===== src/verilog/acr_regs.vh =====
// register offsets, field positions, reset values and timing counts for the converter control bank
// Function
// - selector codes 0-11 route analog inputs
// - selector codes 12-29 connect no input
// - code 30 dac, code 31 reference buffer
// - writing start flag one begins conversion
// - start flag holds one until completion
// - enable bit powers converter, else idle
// - unimplemented control bits read zero
// - right justify zeroes high six bits
// - left justify zeroes low six bits
// - clock selector divides system clock
// - selector x11 uses dedicated rc clock
// - negative reference ground or external pin
// - positive reference supply, pin, fixed, reserved
// - left justify puts bits 9-2 high
// - control registers clear on every reset
// - completion sets done flag, loads result
// - early clear stores partial, fills last bit
// - low byte placement for both justifications
// - compare trigger sets start flag
`ifndef ACR_REGS_VH
`define ACR_REGS_VH

// ----------------------------------------
// register byte offsets
// ----------------------------------------
`define ACR_OFF_CTRL0 12'h000
`define ACR_OFF_CTRL1 12'h004
`define ACR_OFF_RESH 12'h008
`define ACR_OFF_RESL 12'h00c
`define ACR_OFF_STAT 12'h010

// ----------------------------------------
// field positions
// ----------------------------------------
`define ACR_C0_EN 0
`define ACR_C0_GO 1
`define ACR_C0_SEL_LO 2
`define ACR_C0_SEL_HI 6
`define ACR_C1_PREF_LO 0
`define ACR_C1_PREF_HI 1
`define ACR_C1_NREF 2
`define ACR_C1_CLK_LO 4
`define ACR_C1_CLK_HI 6
`define ACR_C1_JUST 7
`define ACR_ST_DONE 0

// ----------------------------------------
// reset values and codes
// ----------------------------------------
`define ACR_CTRL0_RST 8'h00
`define ACR_CTRL1_RST 8'h00
`define ACR_SEL_LAST_AN 5'h0b
`define ACR_SEL_DAC 5'h1e
`define ACR_SEL_REFBUF 5'h1f
`define ACR_SEL_NONE 5'h1d

// ----------------------------------------
// timing
// ----------------------------------------
`define ACR_RES_BITS 10
`define ACR_TAD_PER_CONV 11

`endif


===== src/verilog/acr_clkdiv.v =====
// conversion clock enable generator
`timescale 1ns/100ps
`default_nettype none
`include "acr_regs.vh"

module acr_clkdiv (
  // clock and reset
  input wire clk,
  input wire rst_b,
  // control
  input wire run,
  input wire [2:0] clock_select,
  input wire rc_tick,
  // tick out
  output reg tad_tick
);

  reg [5:0] count;
  reg [5:0] limit;

  // ----------------------------------------
  // divide table
  // ----------------------------------------
  // divide ratio decode
  always @* begin
    case (clock_select)
      3'h0: limit = 6'h01;
      3'h4: limit = 6'h03;
      3'h1: limit = 6'h07;
      3'h5: limit = 6'h0f;
      3'h2: limit = 6'h1f;
      3'h6: limit = 6'h3f;
      default: limit = 6'h00;
    endcase
  end

  always @(posedge clk) begin
    if (!rst_b || !run) begin
      count <= 6'h00;
      tad_tick <= 1'b0;
    end else if (clock_select[1:0] == 2'b11) begin
      count <= 6'h00;
      tad_tick <= rc_tick;
    end else if (count == limit) begin
      count <= 6'h00;
      tad_tick <= 1'b1;
    end else begin
      count <= count + 6'h01;
      tad_tick <= 1'b0;
    end
  end

endmodule // acr_clkdiv
`default_nettype wire


===== src/verilog/acr_sar.v =====
// successive approximation sequencer driving the analog comparator
`timescale 1ns/100ps
`default_nettype none
`include "acr_regs.vh"

module acr_sar #(
  parameter RES_BITS = `ACR_RES_BITS
) (
  // clock and reset
  input wire clk,
  input wire rst_b,
  // control
  input wire start,
  input wire abort,
  input wire tad_tick,
  input wire comp_in,
  // results
  output reg busy,
  output reg finish,
  output reg [RES_BITS-1:0] trial,
  output reg [RES_BITS-1:0] result
);

  reg [RES_BITS-1:0] bit_mask;
  reg sampling;
  integer i;
  reg [RES_BITS-1:0] fill;

  // fill unconverted bits with last decided bit
  // the bit under test is still tentative, so it is filled as well
  always @* begin
    fill = trial;
    for (i = RES_BITS - 2; i >= 0; i = i - 1) begin
      if ((bit_mask >> i) != {RES_BITS{1'b0}}) begin
        fill[i] = fill[i+1];
      end
    end
  end

  always @(posedge clk) begin
    if (!rst_b) begin
      busy <= 1'b0;
      finish <= 1'b0;
      sampling <= 1'b0;
      bit_mask <= {RES_BITS{1'b0}};
      trial <= {RES_BITS{1'b0}};
      result <= {RES_BITS{1'b0}};
    end else begin
      finish <= 1'b0;
      if (start && !busy) begin
        busy <= 1'b1;
        sampling <= 1'b1;
        bit_mask <= {1'b1, {(RES_BITS-1){1'b0}}};
        trial <= {1'b1, {(RES_BITS-1){1'b0}}};
      end else if (busy && abort) begin
        busy <= 1'b0;
        finish <= 1'b1;
        result <= fill;
      end else if (busy && tad_tick) begin
        if (sampling) begin
          sampling <= 1'b0;
        end else begin
          if (!comp_in) begin
            trial <= (trial & ~bit_mask) | (bit_mask >> 1);
          end else begin
            trial <= trial | (bit_mask >> 1);
          end
          bit_mask <= bit_mask >> 1;
          if (bit_mask[0]) begin
            busy <= 1'b0;
            finish <= 1'b1;
            result <= comp_in ? trial : (trial & ~bit_mask);
          end
        end
      end
    end
  end

endmodule // acr_sar
`default_nettype wire


===== src/verilog/acr_top.v =====
// converter control register bank with apb slave
`timescale 1ns/100ps
`default_nettype none
`include "acr_regs.vh"

module acr_top (
  // clock and reset
  input wire clk,
  input wire rst_b,
  // apb slave
  input wire psel,
  input wire penable,
  input wire pwrite,
  input wire [11:0] paddr,
  input wire [31:0] pwdata,
  output reg [31:0] prdata,
  output reg pready,
  output reg pslverr,
  // converter core
  input wire comp_in,
  input wire rc_tick,
  input wire special_trigger,
  output reg [4:0] input_route,
  output reg route_valid,
  output reg route_dac,
  output reg route_refbuf,
  output reg [9:0] dac_trial,
  output reg core_power,
  output reg negative_reference_select,
  output reg [1:0] positive_reference_select,
  output reg conversion_done_flag
);

  // ----------------------------------------
  // register state
  // ----------------------------------------
  reg [4:0] input_selector;
  reg go_flag;
  reg converter_enable;
  reg justification_select;
  reg [2:0] conversion_clock_select;
  reg neg_ref;
  reg [1:0] pos_ref;
  reg [7:0] conversion_result_high;
  reg [7:0] conversion_result_low;
  reg done_sticky;

  wire apb_write;
  wire apb_read;
  wire tad_tick;
  wire sar_busy;
  wire sar_finish;
  wire [9:0] sar_trial;
  wire [9:0] sar_result;
  wire go_written_one;
  wire go_written_zero;
  wire [7:0] ctrl0_read;
  wire [7:0] ctrl1_read;
  reg [31:0] next_prdata;
  reg next_slverr;

  assign apb_write = psel && penable && pwrite;
  assign apb_read = psel && !penable && !pwrite;
  assign go_written_one = apb_write && paddr == `ACR_OFF_CTRL0 && pwdata[`ACR_C0_GO];
  assign go_written_zero = apb_write && paddr == `ACR_OFF_CTRL0 && !pwdata[`ACR_C0_GO];

  assign ctrl0_read = {1'b0, input_selector, go_flag, converter_enable};
  assign ctrl1_read = {justification_select, conversion_clock_select, 1'b0, neg_ref, pos_ref};

  // ----------------------------------------
  // sub blocks
  // ----------------------------------------
  acr_clkdiv u_div (
    .clk(clk),
    .rst_b(rst_b),
    .run(sar_busy),
    .clock_select(conversion_clock_select),
    .rc_tick(rc_tick),
    .tad_tick(tad_tick)
  );

  // a start on a disabled converter is held until enable, but a ctrl0 write with go zero clears it first
  acr_sar #(.RES_BITS(`ACR_RES_BITS)) u_sar (
    .clk(clk),
    .rst_b(rst_b),
    // go clears one cycle after finish; block a restart in that cycle
    .start(go_flag && converter_enable && !sar_finish),
    .abort(!go_flag || !converter_enable),
    .tad_tick(tad_tick),
    .comp_in(comp_in),
    .busy(sar_busy),
    .finish(sar_finish),
    .trial(sar_trial),
    .result(sar_result)
  );

  // ----------------------------------------
  // control registers
  // ----------------------------------------
  always @(posedge clk) begin
    if (!rst_b) begin
      input_selector <= 5'h00;
      go_flag <= 1'b0;
      converter_enable <= 1'b0;
      justification_select <= 1'b0;
      conversion_clock_select <= 3'h0;
      neg_ref <= 1'b0;
      pos_ref <= 2'h0;
    end else begin
      if (apb_write && paddr == `ACR_OFF_CTRL0) begin
        input_selector <= pwdata[`ACR_C0_SEL_HI:`ACR_C0_SEL_LO];
        converter_enable <= pwdata[`ACR_C0_EN];
      end
      if (apb_write && paddr == `ACR_OFF_CTRL1) begin
        justification_select <= pwdata[`ACR_C1_JUST];
        conversion_clock_select <= pwdata[`ACR_C1_CLK_HI:`ACR_C1_CLK_LO];
        neg_ref <= pwdata[`ACR_C1_NREF];
        pos_ref <= pwdata[`ACR_C1_PREF_HI:`ACR_C1_PREF_LO];
      end
      if (go_written_one || special_trigger) begin
        go_flag <= 1'b1;
      end else if (go_written_zero) begin
        go_flag <= 1'b0;
      end else if (sar_finish) begin
        go_flag <= 1'b0;
      end
    end
  end

  // ----------------------------------------
  // result registers
  // ----------------------------------------
  always @(posedge clk) begin
    if (!rst_b) begin
      conversion_result_high <= 8'h00;
      conversion_result_low <= 8'h00;
      done_sticky <= 1'b0;
    end else begin
      if (sar_finish) begin
        if (justification_select) begin
          conversion_result_high <= {6'h00, sar_result[9:8]};
          conversion_result_low <= sar_result[7:0];
        end else begin
          conversion_result_high <= sar_result[9:2];
          conversion_result_low <= {sar_result[1:0], 6'h00};
        end
      end else begin
        if (apb_write && paddr == `ACR_OFF_RESH) begin
          conversion_result_high <= pwdata[7:0];
        end
        if (apb_write && paddr == `ACR_OFF_RESL) begin
          conversion_result_low <= pwdata[7:0];
        end
      end
      // done flag, set wins over clear
      if (sar_finish) begin
        done_sticky <= 1'b1;
      end else if (apb_write && paddr == `ACR_OFF_STAT && pwdata[`ACR_ST_DONE]) begin
        done_sticky <= 1'b0;
      end
    end
  end

  // ----------------------------------------
  // converter side outputs
  // ----------------------------------------
  always @(posedge clk) begin
    if (!rst_b) begin
      input_route <= `ACR_SEL_NONE;
      route_valid <= 1'b0;
      route_dac <= 1'b0;
      route_refbuf <= 1'b0;
      dac_trial <= 10'h000;
      core_power <= 1'b0;
      negative_reference_select <= 1'b0;
      positive_reference_select <= 2'h0;
      conversion_done_flag <= 1'b0;
    end else begin
      input_route <= input_selector;
      route_valid <= input_selector <= `ACR_SEL_LAST_AN;
      route_dac <= input_selector == `ACR_SEL_DAC;
      route_refbuf <= input_selector == `ACR_SEL_REFBUF;
      dac_trial <= sar_trial;
      core_power <= converter_enable;
      negative_reference_select <= neg_ref;
      // positive reference, reserved code passed as written
      positive_reference_select <= pos_ref;
      conversion_done_flag <= done_sticky || sar_finish;
    end
  end

  // ----------------------------------------
  // apb slave, zero wait states
  // ----------------------------------------
  always @* begin
    next_prdata = 32'h0000_0000;
    next_slverr = 1'b0;
    case (paddr)
      `ACR_OFF_CTRL0: next_prdata = {24'h000000, ctrl0_read};
      `ACR_OFF_CTRL1: next_prdata = {24'h000000, ctrl1_read};
      `ACR_OFF_RESH: next_prdata = {24'h000000, conversion_result_high};
      `ACR_OFF_RESL: next_prdata = {24'h000000, conversion_result_low};
      `ACR_OFF_STAT: next_prdata = {31'h00000000, done_sticky};
      default: next_slverr = 1'b1;
    endcase
  end

  always @(posedge clk) begin
    if (!rst_b) begin
      prdata <= 32'h0000_0000;
      pready <= 1'b0;
      pslverr <= 1'b0;
    end else begin
      pready <= psel && !penable;
      pslverr <= psel && !penable && next_slverr;
      if (apb_read) begin
        prdata <= next_prdata;
      end
    end
  end

endmodule // acr_top
`default_nettype wire


===== config.mk =====
export PLATFORM = sky130hd
export DESIGN_NAME = acr_top
export DESIGN_NICKNAME = d
export VERILOG_FILES = /design/src/verilog/acr_clkdiv.v /design/src/verilog/acr_sar.v /design/src/verilog/acr_top.v
export VERILOG_INCLUDE_DIRS = /design/src /design/src/verilog
export SDC_FILE = /design/constraint.sdc
export NUM_CORES = 1
export LEC_CHECK = 0
export BUFFER_PORTS_ARGS = -buffer_cell sky130_fd_sc_hd__buf_2
export CAP_MARGIN = 30
export CORE_MARGIN = 4
export CORE_UTILIZATION = 51
export CTS_CLUSTER_SIZE = 8
export DETAILED_ROUTE_END_ITERATION = 7
export HOLD_SLACK_MARGIN = 0.06
export PLACE_DENSITY = 0.76
export SKIP_LAST_GASP = 1
export SLEW_MARGIN = 25
export SYNTH_ARGS = -nofsm -noshare
export SYNTH_HDL_FRONTEND = slang
export SYNTH_HIERARCHICAL = 1
export SYNTH_SLANG_ARGS = --single-unit

===== constraint.sdc =====
create_clock -name clk -period 3.6 [get_ports clk]
set_input_delay 0.36 -clock clk [delete_from_list [all_inputs] [get_ports clk]]
set_output_delay 0.36 -clock clk [all_outputs]
set_load 0.02 [all_outputs]

==> impl_metrics.json, run 1 <==
{
  "max_freq_ghz": 0.507,
  "ys_seq_area_frac": 0.424,
  "synth_xor_area_frac": 0.0143,
  "hold_end": "go_flag",
  "worstReg2RegStart": "converter_enable",
  "gp_congestion": 0.873,
  "min_from": "special_trigger",
  "ctsResizeCount": 0,
  "hold_viol": 0,
  "drt-initial-drc-count": 168,
  "syn2layout_area_growth_pct": 8.56,
  "portBuffers": 60,
  "holdBufCountCts": 0,
  "wl_mm": 10.8,
  "die_y_um": 106,
  "cp.required_ns": 3.81,
  "setup_viol": 0,
  "ys_ff_latch": 104,
  "hold_class": "input pin to flip-flop",
  "grt_pass1_vias": 3668,
  "cellLeakagePower_nw": 2.25,
  "grt_max_degree": 49,
  "criticalPathCategory": "flip-flop to flip-flop",
  "multi_input_area_um2": 2530,
  "sw_frac_of_total": 0.242,
  "dieArea_um2": 11300,
  "crit_path_end_kind": "flip-flop",
  "insertion_delay_ns": 0.37,
  "drt_drc_violations_left": 0,
  "post-dp-hpwl_mm": 7.76,
  "num_antenna_cells": 0,
  "post_cts_buffers": 0,
  "antenna_found_initial": 0,
  "fin_skew_ns": 0.0131,
  "io_pins": 109,
  "holdPathStages": 2,
  "critical_path_arrival_ns": 2.19,
  "wl_per_cell_um": 15.2,
  "nNetsFinal": 635,
  "path_clk_slew_ns": 0.10,
  "dp_cells": 695,
  "r2r_setup_slack_ns": 1.63,
  "fin_crit_sh": 0.548,
  "start_util": 0.527,
  "synth_compound_area_frac": 0.169,
  "fp.coreArea_um2": 9330,
  "path_cells": "nand2_1, nor2_1, nor2b_1, nand2b_1, a21oi_1",
  "yosysWarningCount": 6,
  "pwr-share-seq": 0.577,
  "synth_top_family_by_area": "simple AND/OR/NAND/NOR gates",
  "max_stage_delay_ns": 0.66,
  "critPathLaunchType": "flip-flop",
  "first_pass_iters": 5,
  "numCtsBuffers": 9,
  "synthCells": 531,
  "slew_headroom": 0.490,
  "drv_cap": 0,
  "outcome": "finished, final reports clean",
  "synth_cell_type_count": 68,
  "tns_ns": 0,
  "die_x_um": 106,
  "comb_power_share": 0.054,
  "clockBufferDepth": 2,
  "syn_avg_cell_area_um2": 9.25,
  "rows": 35,
  "fin_ws_ns": 1.63,
  "track_usage": 0.191,
  "drv_slew": 0,
  "ys_async_sr_fraction": 0,
  "grt_overflow": 0,
  "synthFlopType": "dfxtp_1",
  "via_per_inst": 5.49,
  "r2r_end": "u_sar/bit_mask[3]",
  "powerDensity_nw_per_um2": 375,
  "final_cells": 711,
  "grt_pass1_wl_mm": 17.7,
  "synth_edf_count": 0,
  "pwr-share-clk": 0.369,
  "path_max_fanout": 19,
  "fillers": 853,
  "power.switching_w": 0.000484,
  "p_int_w": 0.00152,
  "final_util": 0.572,
  "ff2ff_path_depth": 5,
  "rsz0062_at_grt": "false",
  "ff_latch_area_um2": 2080,
  "vias": 3903,
  "synth_mux_area_frac": 0.0726,
  "ctsHtreeMaxLevel": 3,
  "final.min_clock_period_ns": 1.97,
  "tightestPinTransition_ns": 0.765,
  "cts_tree": "yes",
  "slowest_stage": "nand2b_1",
  "cts.sinks": 104,
  "place_ws_ns": 1.60,
  "drive_above_1_share": 0.172,
  "ant_nets": 0,
  "cts_root_buf": "clkbuf_8",
  "synth_fa_ha_area_frac": 0.0153,
  "max-vdd-ir-drop_mv": 0.212,
  "synth_area_um2": 4910,
  "synth-simple-area-share": 0.225
}
[synth_stat cells, types with 5 or more instances]
library cell  number  share of area
ha_1               6          0.015
o21ai_1            8         0.0081
and2_1            19          0.024
nand2_1           73          0.056
inv_1             11         0.0084
a21boi_0           6         0.0092
a21oi_1           46          0.047
o21ai_0           15          0.015
nand3_1            8         0.0081
a32o_1             6          0.012
clkbuf_1          10         0.0076
buf_4             25          0.038
a22oi_1            5         0.0076
nor2_1            20          0.015
xnor2_1            5         0.0089
buf_6              7          0.016
buf_2              5         0.0051
nor3_1             9         0.0092
dfxtp_1          104           0.42
nand2b_1           8          0.010
o211a_1           12          0.024
mux2i_1           21          0.043
nor2b_1           23          0.029
[placed cells by master (no fill, tap or decap), types with 8 or more instances in the layout]
master      n
a21oi_1    46
and2_1     19
buf_2      60
clkbuf_8    9
conb_1     24
dfxtp_1   104
inv_1      11
mux2i_1    21
nand2_1    73
nand2b_1    8
nand3_1     8
nor2_1     20
nor2b_1    23
nor3_1      9
o211a_1    12
o21ai_0    15
o21ai_1     8
[metal layers]
metal	track usage	wire, um	share of wire
met1	0.243	4770	0.44
met2	0.310	5090	0.47
met3	0.0498	720	0.067
met4	0.0712	204	0.019
met5	0	0	0
[cells by family (layout without fill, tap and decap cells)]
| logic type | count (synthesis) | in the layout |
|---|---|---|
| compound gates | 125 | 125 |
| xor+xnor | 8 | 8 |
| fa+ha+maj | 6 | 6 |
| buf+inv | 62 | 90 |
| flops | 104 | 104 |
| mux | 28 | 28 |
| other cells | 1 | 24 |
| simple gates | 197 | 197 |
[power by group through the flow]
| stage | logic (W) | clock network (W) | registers (W) |
|---|---|---|---|
| finish | 0.000108 | 0.000739 | 0.00116 |
| CTS | 0.000107 | 0.000756 | 0.00116 |
| global route | 0.000116 | 0.000800 | 0.00116 |
| global placement | 0.000105 | 0 | 0.00118 |
| detailed placement | 0.000107 | 0 | 0.00118 |
| floorplan | 0.0000866 | 0 | 0.00119 |
[metrics by stage]
step / hold WS, ns / total power, W / instance area (um^2)
6_report: 0.265 / 0.00200 / 5330
3_5_place_dp: 0.441 / 0.00129 / 5130
3_3_place_gp: 0.435 / 0.00129 / 5130
4_1_cts: 0.252 / 0.00202 / 5330
2_1_floorplan: 0.421 / 0.00127 / 5000
5_1_grt: 0.255 / 0.00207 / 5330
[registers in the layout (all words and copies together), names as in the netlist, 6 cells and up]
register,flops
u_sar/bit_mask,10
u_div/count,6
dac_trial,10
prdata,8
conversion_result_low,8
u_sar/result,10
conversion_result_high,8
u_sar/trial,10
[how the worst max path moves through the flow]
stage | startpoint | slack [ns] | cells after the start | endpoint
2_1_floorplan | conversion_clock_select[0] | 1.99 | 6 | u_div/count[2]
3_3_place_gp | paddr[2] | 1.66 | 5 | neg_ref
3_5_place_dp | paddr[2] | 1.60 | 5 | pos_ref[0]
4_1_cts | converter_enable | 1.62 | 5 | u_sar/bit_mask[3]
5_1_grt | converter_enable | 1.46 | 5 | u_sar/bit_mask[3]
6_report | converter_enable | 1.63 | 5 | u_sar/bit_mask[3]
[critical path: cells and delay by family, from the launching register on]
kind,cells,cell delay (ns)
AND/OR/NAND/NOR,4,1.33
AO/OA/AOI/OAI,1,0.09
flip-flops,1,0.39
[cell type report]
type                    count  area share
clock buffers              10      0.0239
clock inverters             6      0.0138
inverters                  12     0.00844
multi-input cells         388       0.474
flip-flops and latches    104       0.390
well taps                 129      0.0303
repair buffers             62      0.0591
Power figures use the tool's default switching activity.
==> run 2: changes to the inputs <==
--- a/config.mk
+++ b/config.mk
@@ -9,7 +9,7 @@
 export BUFFER_PORTS_ARGS = -buffer_cell sky130_fd_sc_hd__buf_2
 export CAP_MARGIN = 30
 export CORE_MARGIN = 4
-export CORE_UTILIZATION = 51
+export CORE_UTILIZATION = 49
 export CTS_CLUSTER_SIZE = 8
 export DETAILED_ROUTE_END_ITERATION = 7
 export HOLD_SLACK_MARGIN = 0.06
==> constraint.sdc (replaced) <==
create_clock -name clk -period 1.6 [get_ports clk]
set_input_delay 0.16 -clock clk [delete_from_list [all_inputs] [get_ports clk]]
set_output_delay 0.16 -clock clk [all_outputs]
set_load 0.02 [all_outputs]
==> impl_metrics.json, run 2 (synthesis results as in run 1) <==
{
  "path_max_fanout": 4,
  "highest_layer": "met4",
  "fp.coreArea_um2": 9770,
  "critPathLaunchType": "flip-flop",
  "gp_congestion": 0.881,
  "criticalPathCategory": "flip-flop to flip-flop",
  "drt-initial-drc-count": 218,
  "met3_length_um": 695,
  "max-vdd-ir-drop_mv": 0.501,
  "final_cell_mix": "dfxtp_1 (97), nand2_1 (72), buf_2 (60)",
  "drive_above_1_share": 0.244,
  "antenna_found_initial": 0,
  "rows": 36,
  "holdPathStages": 2,
  "via_per_inst": 5.35,
  "grt_overflow": 0,
  "hold_class": "input pin to flip-flop",
  "setup_viol": 1,
  "nNetsFinal": 666,
  "max_freq_ghz": 0.622,
  "die_y_um": 108,
  "drv_cap": 0,
  "post-dp-hpwl_mm": 8.17,
  "crit_path_end_kind": "flip-flop",
  "cts_tree": "yes",
  "numCtsBuffers": 9,
  "wl_mm": 11.2,
  "track_usage": 0.192,
  "insertion_delay_ns": 0.36,
  "final_util": 0.587,
  "hold_viol": 0,
  "dr_wl_met2_mm": 5.46,
  "path_clk_slew_ns": 0.09,
  "r2r_setup_slack_ns": -0.007,
  "drv_slew": 0,
  "cellLeakagePower_nw": 2.46,
  "fin_skew_ns": 0.00915,
  "grt_pass1_wl_mm": 18.2,
  "wl_per_cell_um": 15.1,
  "ff2ff_path_depth": 6,
  "grt_pass1_vias": 3837,
  "outcome": "finished, violations left",
  "die_x_um": 108,
  "grt_max_degree": 48,
  "cts_root_buf": "clkbuf_8",
  "io_pins": 109,
  "drt_drc_violations_left": 0,
  "ant_nets": 0,
  "cp.required_ns": 1.91,
  "start_util": 0.503,
  "hold_end": "done_sticky",
  "ff_latch_area_um2": 2090,
  "finalPower_w": 0.00491,
  "portBuffers": 60,
  "vias": 3982,
  "num_antenna_cells": 0,
  "place_area_um2": 5370,
  "worstReg2RegStart": "conversion_clock_select[1]",
  "ctsHtreeMaxLevel": 3,
  "finalInstanceArea_um2": 5740,
  "clockBufferDepth": 2,
  "syn2layout_area_growth_pct": 16.8,
  "dieArea_um2": 11700,
  "fin_crit_sh": 1.00,
  "cts.sinks": 104,
  "rsz0062_at_grt": "true",
  "wl_met1_mm": 4.81,
  "min_from": "paddr[4]",
  "fin_ws_ns": -0.00744,
  "final.min_clock_period_ns": 1.61,
  "fillers": 854,
  "tns_ns": -0.00744,
  "violations": "setup timing",
  "place_ws_ns": -0.107,
  "multi_input_area_um2": 2600,
  "first_pass_iters": 5,
  "critical_path_arrival_ns": 1.91,
  "final_common_cell": "dfxtp_1",
  "powerDensity_nw_per_um2": 856,
  "r2r_end": "u_div/tad_tick"
}
-- run 2: final cells by class --
| type | count | share of cell area |
|---|---|---|
| Sequential cell | 104 | 0.365 |
| Clock buffer | 9 | 0.0216 |
| Tap cell | 133 | 0.0290 |
| Multi-Input combinational cell | 388 | 0.453 |
| Timing Repair Buffer | 93 | 0.101 |
| Clock inverter | 5 | 0.0225 |
| Inverter | 12 | 0.00785 |
-- run 2: worst max-delay path: stages, from the launching register on --
cell,delay [ns]
dfxtp_4,0.37
buf_6,0.12
ha_4,0.16
xnor2_2,0.17
nand3_2,0.14
nor4b_1,0.42
o211a_1,0.18
-- run 2: what timing repair did --
item                                    CTS  global route
gates cloned                              0             0
setup buffers                             0             2
endpoints found under the setup margin    6            30
resized for setup                         8            15
hold buffers                              1             0
endpoints found under the hold margin     1             0
pin swaps                                 5             5
-- run 2: per-layer routing --
metal,global-route usage,vias to the layer above
li1,-,1970
met1,0.244,1851
met2,0.325,138
met3,0.0418,23
met4,0.0667,0
met5,0,-
-- run 2: where the power goes --
part / internal (W) / switching [W]
Combinational: 0.0000862 / 0.000177
Clock: 0.00119 / 0.000865
Sequential: 0.00259 / 0.00000334
Total: 0.00387 / 0.00104
-- run 2: worst max path at each step --
stage	from	to	slack [ns]	cells past startpoint
after global routing	conversion_clock_select[0]	u_div/tad_tick	-0.09	6
after floorplan	conversion_clock_select[0]	u_div/count[2]	0.02	6
final	conversion_clock_select[1]	u_div/tad_tick	-0.007	6
after detailed placement	conversion_clock_select[1]	u_div/count[3]	-0.11	6
after global placement	conversion_clock_select[1]	u_div/count[5]	-0.01	6
after CTS	conversion_clock_select[0]	u_div/count[1]	0.006	6
-- run 2: through the flow --
step | instances | hold slack, ns
floorplan | 554 | 0.264
finish | 744 | 0.0867
detailed placement | 727 | 0.441
global placement | 727 | 0.429
global route | 744 | 0.0755
CTS | 742 | 0.0645
==> run 3: changes to the inputs <==
--- a/config.mk
+++ b/config.mk
@@ -20,3 +20,4 @@
 export SYNTH_HDL_FRONTEND = slang
 export SYNTH_HIERARCHICAL = 1
 export SYNTH_SLANG_ARGS = --single-unit
+export TNS_END_PERCENT = 1
==> impl_metrics.json, run 3 (synthesis results as in run 1) <==
{
  "ant_nets": 0,
  "drive_above_1_share": 0.236,
  "nNetsFinal": 666,
  "critPathLaunchType": "flip-flop",
  "wl_per_cell_um": 15.1,
  "multi_input_area_um2": 2600,
  "die_x_um": 108,
  "critical_path_depth": 6,
  "slew_headroom": 0.667,
  "fillers": 855,
  "path_max_fanout": 4,
  "holdPathStages": 2,
  "drt-initial-drc-count": 216,
  "crit_path_end_kind": "flip-flop",
  "comb_power_share": 0.053,
  "violations": "setup timing",
  "grt_max_degree": 48,
  "final.min_clock_period_ns": 1.61,
  "hold_ws_ns": 0.0811,
  "drt_drc_violations_left": 0,
  "powerDensity_nw_per_um2": 858,
  "cts_root_buf": "clkbuf_8",
  "cp_top_family": "simple AND/OR/NAND/NOR gates",
  "rsz0062_at_grt": "true",
  "cellLeakagePower_nw": 2.46,
  "path_cells": "inv_2, ha_4, xnor2_2, nand3_2, nor4b_1, o211a_1",
  "use_met2": 0.325,
  "fin_skew_ns": 0.00783,
  "cts.sinks": 104,
  "finalPower_w": 0.00492,
  "grt-busiest-layer": "met2",
  "max_stage_delay_ns": 0.42,
  "drv_slew": 0,
  "dieArea_um2": 11700,
  "ff_latch_area_um2": 2090,
  "final_util": 0.586,
  "critPathBufInv": 1,
  "final_cell_mix": "dfxtp_1 (102), nand2_1 (72), buf_2 (60)",
  "fp.coreArea_um2": 9770,
  "io_pins": 109,
  "ctsHtreeMaxLevel": 3,
  "tightestPinTransition_ns": 0.498,
  "ff2ff_path_depth": 6,
  "power.switching_w": 0.00105,
  "hold_viol": 0,
  "path_clk_slew_ns": 0.10,
  "post-dp-hpwl_mm": 8.17,
  "numCtsBuffers": 9,
  "syn2layout_area_growth_pct": 16.6,
  "pwr-share-seq": 0.528,
  "first_pass_iters": 5,
  "die_y_um": 108,
  "portBuffers": 60,
  "sw_frac_of_total": 0.214,
  "fin_crit_sh": 1.00,
  "drv_cap": 0,
  "via_per_inst": 5.38,
  "vias": 3999,
  "criticalPathCategory": "flip-flop to flip-flop",
  "wl_mm": 11.3,
  "rows": 36,
  "fin_ws_ns": -0.00752,
  "use_met3": 0.0418,
  "insertion_delay_ns": 0.36,
  "met1_usage": 0.244,
  "cp.required_ns": 1.91,
  "grt_pass1_wl_mm": 18.2,
  "clockBufferDepth": 2,
  "outcome": "finished, violations left",
  "slowest_stage": "nor4b_1",
  "antenna_found_initial": 0,
  "hold_class": "input pin to flip-flop",
  "cts_tree": "yes",
  "critical_path_arrival_ns": 1.92,
  "gp_congestion": 0.881,
  "max-vdd-ir-drop_mv": 0.501,
  "final_common_cell": "dfxtp_1",
  "num_antenna_cells": 0,
  "track_usage": 0.192,
  "grt_overflow": 0,
  "p_int_w": 0.00387,
  "max_freq_ghz": 0.622,
  "setup_viol": 1,
  "start_util": 0.503,
  "pwr-share-clk": 0.418,
  "grt_pass1_vias": 3837
}
## run 3: cell types whose count changed in the layout (fill, tap and decap cells not counted)
cell / delta
nor3b_1: -1
dfxtp_1: +5
nor3b_2: +1
nand2b_1: +1
dfxtp_2: -5
nand2b_4: -1
## run 3: power by group through the flow
stage	Combinational (W)	Sequential (W)	Clock (W)
floorplan	0.000195	0.00267	0
global placement	0.000252	0.00266	0
detailed placement	0.000256	0.00266	0
CTS	0.000259	0.00260	0.00208
global route	0.000282	0.00260	0.00222
finish	0.000261	0.00260	0.00206
## run 3: repair_timing
item | CTS | global route
buffers inserted | 0 | 2
setup endpoints to repair | 6 | 30
pin swaps | 4 | 3
resized for setup | 8 | 10
hold endpoints to repair | 1 | 0
hold buffers | 1 | 0
## run 3: worst paths after layout
path / start / slack (ns) / end
max: conversion_clock_select[1] / -0.008 / u_div/tad_tick
min: paddr[4] / 0.08 / done_sticky
max reg2reg: conversion_clock_select[1] / -0.008 / u_div/tad_tick
min reg2reg: prdata[7] / 0.45 / prdata[7]
## run 3: routing by layer
layer	routed length [um]	vias to the layer above
met2	5480	145
li1	-	1969
met4	240	0
met1	4850	1862
met5	0	-
met3	686	23
## run 3: per-stage QoR
step	area (um^2)	setup slack (ns)	cells	TNS, ns
detailed placement	5370	-0.107	727	-0.508
finish	5730	-0.00752	744	-0.00752
CTS	5680	-0.00251	742	-0.00251
global route	5730	-0.0952	744	-0.594
global placement	5370	-0.0107	727	-0.0349
floorplan	5000	0.0240	554	0
## run 3: worst register-to-register path, cell delays in order (launching register included)
cell	delay [ns]
dfxtp_4	0.38
inv_2	0.05
ha_4	0.28
xnor2_2	0.11
nand3_2	0.13
nor4b_1	0.42
o211a_1	0.18
## run 3: area by class of cell
type                            count  area share
Inverter                           12     0.00786
Tap cell                          133      0.0290
Timing Repair Buffer               93       0.101
Multi-Input combinational cell    388       0.454
Sequential cell                   104       0.364
Clock inverter                      5      0.0225
Clock buffer                        9      0.0216
